`src/hw/mrt_pkg.sv`:
```
// Purpose: Constants and carriers for the monitor rate, trim and result register bank
// Assumes: 16-bit registers, 7-bit register addresses, one 20 MHz core clock
// Notes:   Field positions and reset values differ between the two host port styles
package mrt_pkg;
   // Register addresses
   localparam logic [6:0]  ADDR_PACE       = 7'h0B;
   localparam logic [6:0]  ADDR_TRIM_ONE   = 7'h21;
   localparam logic [6:0]  ADDR_TRIM_TWO   = 7'h22;
   localparam logic [6:0]  ADDR_RES_FIRST  = 7'h23;
   localparam logic [6:0]  ADDR_RES_LAST   = 7'h32;
   localparam logic [6:0]  ADDR_SENS_CFG   = 7'h0A;
   // Field positions, serial-peripheral style port
   localparam int          SPI_RATE_LSB    = 0;
   localparam int          SPI_TRIM_LSB    = 0;
   localparam int          SPI_RC_BIT      = 2;
   localparam int          SPI_LT_BIT      = 3;
   localparam int          SPI_D1_BIT      = 4;
   localparam int          SPI_D2_BIT      = 5;
   // Field positions, two-wire style port
   localparam int          IIC_RATE_LSB    = 8;
   localparam int          IIC_TRIM_LSB    = 8;
   localparam int          IIC_RC_BIT      = 10;
   localparam int          IIC_LT_BIT      = 11;
   localparam int          IIC_D1_BIT      = 12;
   localparam int          IIC_D2_BIT      = 13;
   // Reset values
   localparam logic [2:0]  RATE_RST        = 3'h7;
   localparam logic [7:0]  TRIM_RST        = 8'h00;
   localparam logic [7:0]  IIC_LOW_RSVD    = 8'hFF;
   localparam logic [15:0] SPI_PACE_RST    = 16'h0007;
   localparam logic [15:0] IIC_PACE_RST    = 16'h07FF;
   localparam logic [15:0] SPI_TRIM_RSTV   = 16'h0000;
   localparam logic [15:0] IIC_TRIM_RSTV   = 16'h00FF;
   localparam logic [15:0] RES_RST         = 16'h0000;
   // Monitoring cycle times in ms
   localparam int          T_LOCAL_MS      = 15;
   localparam int          T_ONE_MS        = 44;
   localparam int          T_ONE_RC_MS     = 93;
   localparam int          T_LOC_ONE_MS    = 59;
   localparam int          T_LOC_ONE_RC_MS = 108;
   localparam int          T_TWO_MS        = 88;
   localparam int          T_TWO_RC_MS     = 186;
   localparam int          T_ALL_MS        = 103;
   localparam int          T_ALL_RC_MS     = 201;
   localparam int          CLK_KHZ         = 20000;
   localparam int          CYC_PER_MS      = CLK_KHZ;
   localparam int          CNT_W           = 24;
   // Host register access request
   typedef struct packed {
      logic        wr;
      logic        rd;
      logic [6:0]  addr;
      logic [15:0] wdata;
   } mrt_req_s;
   // Converter result delivery
   typedef struct packed {
      logic        valid;
      logic [3:0]  chan;
      logic        diff;
      logic [11:0] code;
   } mrt_conv_s;
endpackage

```
`src/hw/mrt_regs.sv`:
```
// Purpose: Rate, ideality trim and converter result registers of the monitor device
// Assumes: Host port decoder delivers one-cycle read/write strobes on core_clk
// Notes:   Port style strap is caught after reset release and fixes field layout
`timescale 1ns/1ps
`default_nettype none
module mrt_regs
   import mrt_pkg::*;
#(
   parameter int CYCLE_PER_MS = CYC_PER_MS
) (
   input  wire logic        core_clk,
   input  wire logic        rst,
   input  wire logic        port_is_iic,
   input  wire mrt_req_s    host_req,
   input  wire mrt_conv_s   conv_in,
   input  wire logic [11:0] remote_raw,
   output logic [15:0]      host_rdata,
   output logic             host_rvalid,
   output logic [2:0]       rate_code,
   output logic signed [7:0] remote_one_trim,
   output logic signed [7:0] remote_two_trim,
   output logic [12:0]      remote_one_corr,
   output logic             cycle_done
);
   typedef struct packed {
      logic [1:0]       strap_sync;
      logic             strap_seen;
      logic [1:0]       strap_age;
      logic             iic;
      logic [2:0]       rate;
      logic [7:0]       trim1;
      logic [7:0]       trim2;
      logic             local_sensor_enable;
      logic             remote_one_enable;
      logic             remote_two_enable;
      logic             series_resistance_correction;
      logic [15:0][11:0] res;
      logic [CNT_W-1:0] cnt;
      logic             done;
      logic [15:0]      rdata;
      logic             rvalid;
      logic [12:0]      corr1;
   } st_s;

   st_s st_r;
   st_s st_nxt;
   logic [CNT_W-1:0] cyc_len;
   logic [15:0]      sens_rd;
   logic             any_en;
   logic [1:0]       n_remote;

   // Cycle length from active sensors and correction
   always_comb begin
      n_remote = {1'b0, st_r.remote_one_enable} + {1'b0, st_r.remote_two_enable};
      any_en   = st_r.local_sensor_enable | (n_remote != 2'd0);
      case ({st_r.local_sensor_enable, n_remote})
         3'b100:  cyc_len = CNT_W'(T_LOCAL_MS * CYCLE_PER_MS);
         3'b001:  cyc_len = st_r.series_resistance_correction ?
                            CNT_W'(T_ONE_RC_MS * CYCLE_PER_MS) :
                            CNT_W'(T_ONE_MS * CYCLE_PER_MS);
         3'b101:  cyc_len = st_r.series_resistance_correction ?
                            CNT_W'(T_LOC_ONE_RC_MS * CYCLE_PER_MS) :
                            CNT_W'(T_LOC_ONE_MS * CYCLE_PER_MS);
         3'b010:  cyc_len = st_r.series_resistance_correction ?
                            CNT_W'(T_TWO_RC_MS * CYCLE_PER_MS) :
                            CNT_W'(T_TWO_MS * CYCLE_PER_MS);
         3'b110:  cyc_len = st_r.series_resistance_correction ?
                            CNT_W'(T_ALL_RC_MS * CYCLE_PER_MS) :
                            CNT_W'(T_ALL_MS * CYCLE_PER_MS);
         default: cyc_len = CNT_W'(T_LOCAL_MS * CYCLE_PER_MS);
      endcase
   end

   // Sensor configuration readback in the active layout
   always_comb begin
      sens_rd = 16'h0000;
      if (st_r.iic) begin
         sens_rd[7:0]        = IIC_LOW_RSVD;
         sens_rd[IIC_RC_BIT] = st_r.series_resistance_correction;
         sens_rd[IIC_LT_BIT] = st_r.local_sensor_enable;
         sens_rd[IIC_D1_BIT] = st_r.remote_one_enable;
         sens_rd[IIC_D2_BIT] = st_r.remote_two_enable;
      end else begin
         sens_rd[SPI_RC_BIT] = st_r.series_resistance_correction;
         sens_rd[SPI_LT_BIT] = st_r.local_sensor_enable;
         sens_rd[SPI_D1_BIT] = st_r.remote_one_enable;
         sens_rd[SPI_D2_BIT] = st_r.remote_two_enable;
      end
   end

   // Next-state logic
   always_comb begin
      st_nxt            = st_r;
      st_nxt.rvalid     = 1'b0;
      st_nxt.done       = 1'b0;
      // Strap synchroniser, layout latched once after release
      st_nxt.strap_sync = {st_r.strap_sync[0], port_is_iic};
      // Wait until the second flop holds the pin level, then latch it
      if (!st_r.strap_seen) begin
         if (st_r.strap_age == 2'h2) begin
            st_nxt.strap_seen = 1'b1;
            st_nxt.iic        = st_r.strap_sync[1];
         end else begin
            st_nxt.strap_age  = st_r.strap_age + 2'h1;
         end
      end
      // Host writes
      if (host_req.wr) begin
         case (host_req.addr)
            ADDR_PACE: st_nxt.rate = st_r.iic ?
                          host_req.wdata[IIC_RATE_LSB +: 3] :
                          host_req.wdata[SPI_RATE_LSB +: 3];
            ADDR_TRIM_ONE: st_nxt.trim1 = st_r.iic ?
                          host_req.wdata[IIC_TRIM_LSB +: 8] :
                          host_req.wdata[SPI_TRIM_LSB +: 8];
            ADDR_TRIM_TWO: st_nxt.trim2 = st_r.iic ?
                          host_req.wdata[IIC_TRIM_LSB +: 8] :
                          host_req.wdata[SPI_TRIM_LSB +: 8];
            ADDR_SENS_CFG: begin
               st_nxt.series_resistance_correction =
                  host_req.wdata[st_r.iic ? IIC_RC_BIT : SPI_RC_BIT];
               st_nxt.local_sensor_enable =
                  host_req.wdata[st_r.iic ? IIC_LT_BIT : SPI_LT_BIT];
               st_nxt.remote_one_enable =
                  host_req.wdata[st_r.iic ? IIC_D1_BIT : SPI_D1_BIT];
               st_nxt.remote_two_enable =
                  host_req.wdata[st_r.iic ? IIC_D2_BIT : SPI_D2_BIT];
            end
            default: ;
         endcase
      end
      // Host reads, answered one cycle later
      if (host_req.rd) begin
         st_nxt.rvalid = 1'b1;
         st_nxt.rdata  = 16'h0000;
         if (host_req.addr == ADDR_PACE)
            st_nxt.rdata = st_r.iic ? {5'h00, st_r.rate, IIC_LOW_RSVD} :
                                      {13'h0000, st_r.rate};
         else if (host_req.addr == ADDR_TRIM_ONE)
            st_nxt.rdata = st_r.iic ? {st_r.trim1, IIC_LOW_RSVD} : {8'h00, st_r.trim1};
         else if (host_req.addr == ADDR_TRIM_TWO)
            st_nxt.rdata = st_r.iic ? {st_r.trim2, IIC_LOW_RSVD} : {8'h00, st_r.trim2};
         else if (host_req.addr == ADDR_SENS_CFG)
            st_nxt.rdata = sens_rd;
         else if (host_req.addr >= ADDR_RES_FIRST && host_req.addr <= ADDR_RES_LAST)
            st_nxt.rdata = {4'h0,
               st_r.res[4'(host_req.addr - ADDR_RES_FIRST)]};
      end
      // Converter results; differential code is already two's complement
      if (conv_in.valid) begin
         if (conv_in.diff)
            st_nxt.res[{conv_in.chan[3:2], 2'b00} | {2'b00, conv_in.chan[1], 1'b0}] =
               conv_in.code;
         else
            st_nxt.res[conv_in.chan] = conv_in.code;
      end
      // Monitoring cycle timer, paced by the enabled sensor set
      if (!any_en) begin
         st_nxt.cnt = '0;
      end else if (st_r.cnt >= cyc_len - CNT_W'(1)) begin
         st_nxt.cnt  = '0;
         st_nxt.done = 1'b1;
      end else begin
         st_nxt.cnt = st_r.cnt + CNT_W'(1);
      end
      // Signed trim correction on remote one result
      st_nxt.corr1 = 13'({1'b0, remote_raw}) +
                     13'(signed'({{5{st_r.trim1[7]}}, st_r.trim1}));
   end

   // State register
   always_ff @(posedge core_clk or posedge rst) begin
      if (rst) begin
         st_r                              <= '0;
         st_r.rate                         <= RATE_RST;
         st_r.trim1                        <= TRIM_RST;
         st_r.trim2                        <= TRIM_RST;
         st_r.local_sensor_enable          <= 1'b1;
         st_r.remote_one_enable            <= 1'b1;
         st_r.remote_two_enable            <= 1'b1;
         st_r.series_resistance_correction <= 1'b1;
      end else begin
         st_r <= st_nxt;
      end
   end

   // Outputs straight from state flops
   assign host_rdata      = st_r.rdata;
   assign host_rvalid     = st_r.rvalid;
   assign rate_code       = st_r.rate;
   assign remote_one_trim = st_r.trim1;
   assign remote_two_trim = st_r.trim2;
   assign remote_one_corr = st_r.corr1;
   assign cycle_done      = st_r.done;
endmodule
`default_nettype wire

```
`config.mk`:
```
export PLATFORM = sky130hd
export DESIGN_NAME = mrt_regs
export DESIGN_NICKNAME = d
export VERILOG_FILES = /design/src/hw/mrt_pkg.sv /design/src/hw/mrt_regs.sv
export SDC_FILE = /design/constraint.sdc
export NUM_CORES = 1
export LEC_CHECK = 0
export BUFFER_PORTS_ARGS = -buffer_cell sky130_fd_sc_hd__buf_2
export CORE_ASPECT_RATIO = 1.4
export CORE_MARGIN = 2
export CORE_UTILIZATION = 61
export DETAILED_ROUTE_END_ITERATION = 6
export PLACE_DENSITY_LB_ADDON = 0.3
export SKIP_CTS_REPAIR_TIMING = 1
export SYNTH_ARGS = -nofsm -noshare
export SYNTH_HDL_FRONTEND = slang
export SYNTH_SLANG_ARGS = --single-unit
```
`constraint.sdc`:
```
create_clock -name core_clk -period 12.1 [get_ports core_clk]
set_input_delay 3.63 -clock core_clk [delete_from_list [all_inputs] [get_ports core_clk]]
set_output_delay 3.63 -clock core_clk [all_outputs]
set_load 0.05 [all_outputs]
```
==> results_tabular.tex <==
\begin{tabular}{lr}
\hline
Metric & Value \\
\hline
\multicolumn{2}{l}{\textbf{Run status}} \\
\quad Result of the run & complete, no violations \\
\multicolumn{2}{l}{\textbf{GRT}} \\
\quad Antenna violations before repair & 2 \\
\quad Maximum number of pins on one net before global-route repair & around 130 \\
\quad Wire length of the first global-routing pass & 53680 um \\
\quad Vias in the first global route & around 9900 \\
\quad Overall track demand over capacity in global routing & 0.2779 \\
\quad GR Overflow Total & 0 \\
\multicolumn{2}{l}{\textbf{Cells and area}} \\
\quad Number of fill cells & roughly 1700 \\
\quad Most common cell after layout, fill and taps aside & dfrtp\_1 \\
\quad Fraction of layout cells with a size suffix above 1 & 0.3476 \\
\quad Number of nets at the end of the flow & 1295 \\
\quad Final core occ & 0.6696 \\
\quad Most frequent cells in the layout & dfrtp\_1 (269), mux2\_2 (194), buf\_2 (106), nand2\_1 (92) \\
\quad Area Growth Syn to Fin & 8.505\% \\
\quad N\_diodes & 0 \\
\multicolumn{2}{l}{\textbf{Pwr}} \\
\quad Relative contribution of combinational cells to total power & 0.198 \\
\quad Fraction of power consumed by sequential logic & 0.472 \\
\quad Sum of internal, switching and leakage power & $\sim$2.5 mW \\
\quad Highest ir drop seen on vdd & between 0.1 and 0.15 mV \\
\quad Cell internal power dissipation & $\sim$1.8 mW \\
\quad Clock power share & 0.330 \\
\quad Static leakage power & approximately 7 nW \\
\quad Power per unit of standard cell area & roughly 160 nW/um\^{}2 \\
\quad Sw Ratio & 0.2817 \\
\quad Net switching power & $\sim$0.7 mW \\
\multicolumn{2}{l}{\textbf{CTS}} \\
\quad Max clock buf depth & 3 \\
\quad Source-to-sink clock delay at the later pin of the worst-skew pair & $\sim$560 ps \\
\quad CTS buffer count & 27 \\
\quad Maximum level of the CTS H-tree & 1 \\
\quad Clock Sinks & between 200 and 300 \\
\quad Clock tree from TritonCTS & yes \\
\quad Clock tree root driver cell & clkbuf\_16 \\
\quad Clock Pin Slew Worst Setup and Hold Paths & roughly 60 ps \\
\multicolumn{2}{l}{\textbf{Route}} \\
\quad Detailed-route via count & around 9500 \\
\quad First-pass detailed-route iteration total & 4 \\
\quad Vias per cell & around 6.2 \\
\quad Antenna viol nets, final & 0 \\
\quad Starting DRT DRC Count & 727 \\
\quad Wire length reported by the detailed router & approximately 33000 um \\
\quad Routed wire length per instance & approximately 22 um \\
\quad Drt drc & 0 \\
\multicolumn{2}{l}{\textbf{Min path}} \\
\quad Classification of the worst-slack hold path & flop to flop \\
\multicolumn{2}{l}{\textbf{STA}} \\
\quad Final setup fails & 0 \\
\quad Relative max-transition margin & 0.2943 \\
\quad Endpoints failing hold & 0 \\
\quad Peak clock frequency supported by timing & $\sim$160 MHz \\
\quad Max-slew violation total from the final report & 0 \\
\quad RSZ-0062 raised after global routing & no \\
\quad Post-route fraction of the period consumed by the critical path & 0.5138 \\
\quad Summed negative setup slack over all endpoints & 0 ps \\
\quad Post-layout minimum cycle time & around 6200 ps \\
\quad Transition time at the pin with the least slew margin & between 1000 and 1500 ps \\
\quad Hold Worst Slack & around 350 ps \\
\quad Final Skew & between 20 and 25 ps \\
\multicolumn{2}{l}{\textbf{Critical path}} \\
\quad Endpoint type of the worst setup path & flop \\
\quad Endpoint arrival time on the critical path & approximately 6700 ps \\
\quad Crit-path cells & buf\_4 > inv\_1 > ha\_2 > buf\_4 > mux4\_2 > mux4\_2 > a211o\_1 > a21oi\_1 > o2bb2ai\_1 \\
\quad Count of buffering cells on the critical path with inverters included & 3 \\
\quad Worst setup path class & input pin to flop \\
\quad Worst reg-to-reg setup slack & around 8300 ps \\
\quad Kind of start point of the critical path & input pin \\
\quad Largest driver fanout on the critical path & 48 \\
\quad Cell at the slowest stage of the critical path & mux4\_2 \\
\quad Required arrival time at the worst endpoint & 12540 ps \\
\quad Kind of cell adding the most delay to the critical path & buffers and inverters \\
\quad Delay contributed by the slowest stage of the critical path & 590 ps \\
\multicolumn{2}{l}{\textbf{Logic synthesis}} \\
\quad FF+latch count, synth & approximately 280 \\
\quad Post-synthesis area per instance & approximately 12 um\^{}2 \\
\quad Library cells used by synthesis & 67 \\
\quad Async S/R FF share, synth & 1.000 \\
\quad Yosys warnings & 0 \\
\quad Post-Syn Area & around 14000 um\^{}2 \\
\quad Synthesized netlist cell count & $\sim$1200 \\
\quad Number of enable flip-flop cells after synthesis & 0 \\
\quad Synth Flop Type & dfrtp\_1 \\
\quad Sequential area share after synthesis & 0.4846 \\
\multicolumn{2}{l}{\textbf{Floorplan}} \\
\quad Std-Cell Rows & 66 \\
\quad Die X-Extent & 133.3 um \\
\quad Area of the die & 24650 um\^{}2 \\
\quad Placeable Area & roughly 23000 um\^{}2 \\
\quad Floorplan die height & between 150 and 200 um \\
\quad Initial core utilization & 0.6172 \\
\quad Num ports & around 110 \\
\multicolumn{2}{l}{\textbf{Job}} \\
\quad Max\_cap viols & 0 \\
\multicolumn{2}{l}{\textbf{Placement}} \\
\quad Count of buffers inserted at the top-level ports & $\sim$110 \\
\quad Half-perimeter wire length after detailed placement & 21730 um \\
\quad RD Place Congestion & around 0.87 \\
\hline
\end{tabular}
## worst reg2reg max path, stage by stage (launching register included)
cell and delay, ps:
dfstp_2 580, inv_1 60, ha_1 550, a21o_1 190, nand2_1 60, ha_1 300, a21o_1 180, a21o_1 190
a21oi_1 690, nand2_1 530, nor3_1 320
## Yosys cell counts (5+ instances only)
cell type | number | area (um^2)
nand3_1 | 29 | 145.1
a31oi_1 | 11 | 68.82
xor2_1 | 9 | 78.83
mux4_2 | 47 | 1059
o211ai_1 | 5 | 37.54
dfrtp_1 | 269 | 6731
nor2_1 | 51 | 191.4
o21ai_0 | 47 | 235.2
nor3_1 | 26 | 130.1
buf_2 | 7 | 35.03
clkbuf_1 | 51 | 191.4
dfstp_2 | 7 | 183.9
o22ai_1 | 5 | 31.28
and3_1 | 6 | 37.54
mux2i_1 | 13 | 130.1
a21o_1 | 14 | 105.1
nand3b_1 | 6 | 45.04
nand2b_1 | 11 | 68.82
nand2_1 | 92 | 345.3
a221oi_1 | 7 | 61.31
nand4_1 | 8 | 50.05
nor2b_1 | 11 | 68.82
inv_1 | 21 | 78.83
buf_4 | 52 | 390.4
ha_1 | 39 | 488.0
mux2_2 | 194 | 2185
xnor2_1 | 26 | 227.7
a21oi_1 | 22 | 110.1
## metal layers
metal / up-vias / global-route usage / share of wire
met5: - / 0 / 0
met4: 0 / 0.09702 / 0.033
met3: 94 / 0.03667 / 0.053
met2: 335 / 0.4994 / 0.51
met1: 4796 / 0.3464 / 0.40
li1: 4246 / - / -
## cells by family (layout without fill, tap and decap cells)
| family | after synthesis | count (layout) | share of synthesized area |
|---|---|---|---|
| flops | 276 | 276 | 0.4846 |
| xor+xnor | 37 | 37 | 0.02376 |
| mux | 258 | 258 | 0.2438 |
| other cells | 1 | 2 | 0.0002628 |
| buf+inv | 137 | 183 | 0.05164 |
| compound gates | 152 | 152 | 0.06980 |
| fa+ha+maj | 40 | 40 | 0.03560 |
| simple gates | 266 | 266 | 0.09057 |
## path summary, 6_finish.rpt
check                                                end  depth (start not counted)                   from
max                            host_rdata[0]$_DFFE_PP0P_                          9           host_req[16]
min                                  st_r[275]$_DFF_PP0_                          0  st_nxt[275]$_DFF_PP0_
max reg2reg                           st_r[42]$_DFF_PP0_                         10  st_r[249]$_DFFE_PP1P_
min reg2reg                          st_r[275]$_DFF_PP0_                          0  st_nxt[275]$_DFF_PP0_
max in group asynchronous          st_r[116]$_DFFE_PP0P_                          3                    rst
min in group asynchronous  remote_one_corr[10]$_DFF_PP0_                          2                    rst
## sequential cells by signal (all words and copies together) (netlist names)
| signal | flops |
|---|---|
| cycle_done | 1 |
| host_rdata | 16 |
| host_rvalid | 1 |
| rate_code | 3 |
| remote_one_corr | 13 |
| remote_one_trim | 8 |
| remote_two_trim | 8 |
| st_nxt | 1 |
| st_r | 225 |
## through the flow
step	worst slack [ps]	cell area, um^2	cells
after floorplan	872.8	14270	1168
after global routing	5684	15480	1520
after global placement	5293	14640	1474
after detailed placement	5289	14640	1474
after CTS	5879	15480	1520
final	5883	15480	1520
## final cells by class
class                           count  area, um^2  share of cell area
Timing Repair Buffer              116       605.6             0.03911
Tap cell                          306       382.9             0.02473
Sequential cell                   276        6915              0.4466
Clock inverter                      8       105.1            0.006788
Multi-Input combinational cell    755        6651              0.4296
Clock buffer                       38       737.0             0.04760
Inverter                           21       86.33            0.005576
## power by group through the flow
stage	Sequential [mW]	Combinational [mW]	Clock [mW]
6_report	1.18	0.495	0.824
3_5_place_dp	1.19	0.495	0
5_1_grt	1.19	0.536	0.871
3_3_place_gp	1.18	0.478	0
2_1_floorplan	1.15	0.424	0
4_1_cts	1.17	0.499	0.834
Note: power is estimated with default switching activity, not from simulation.
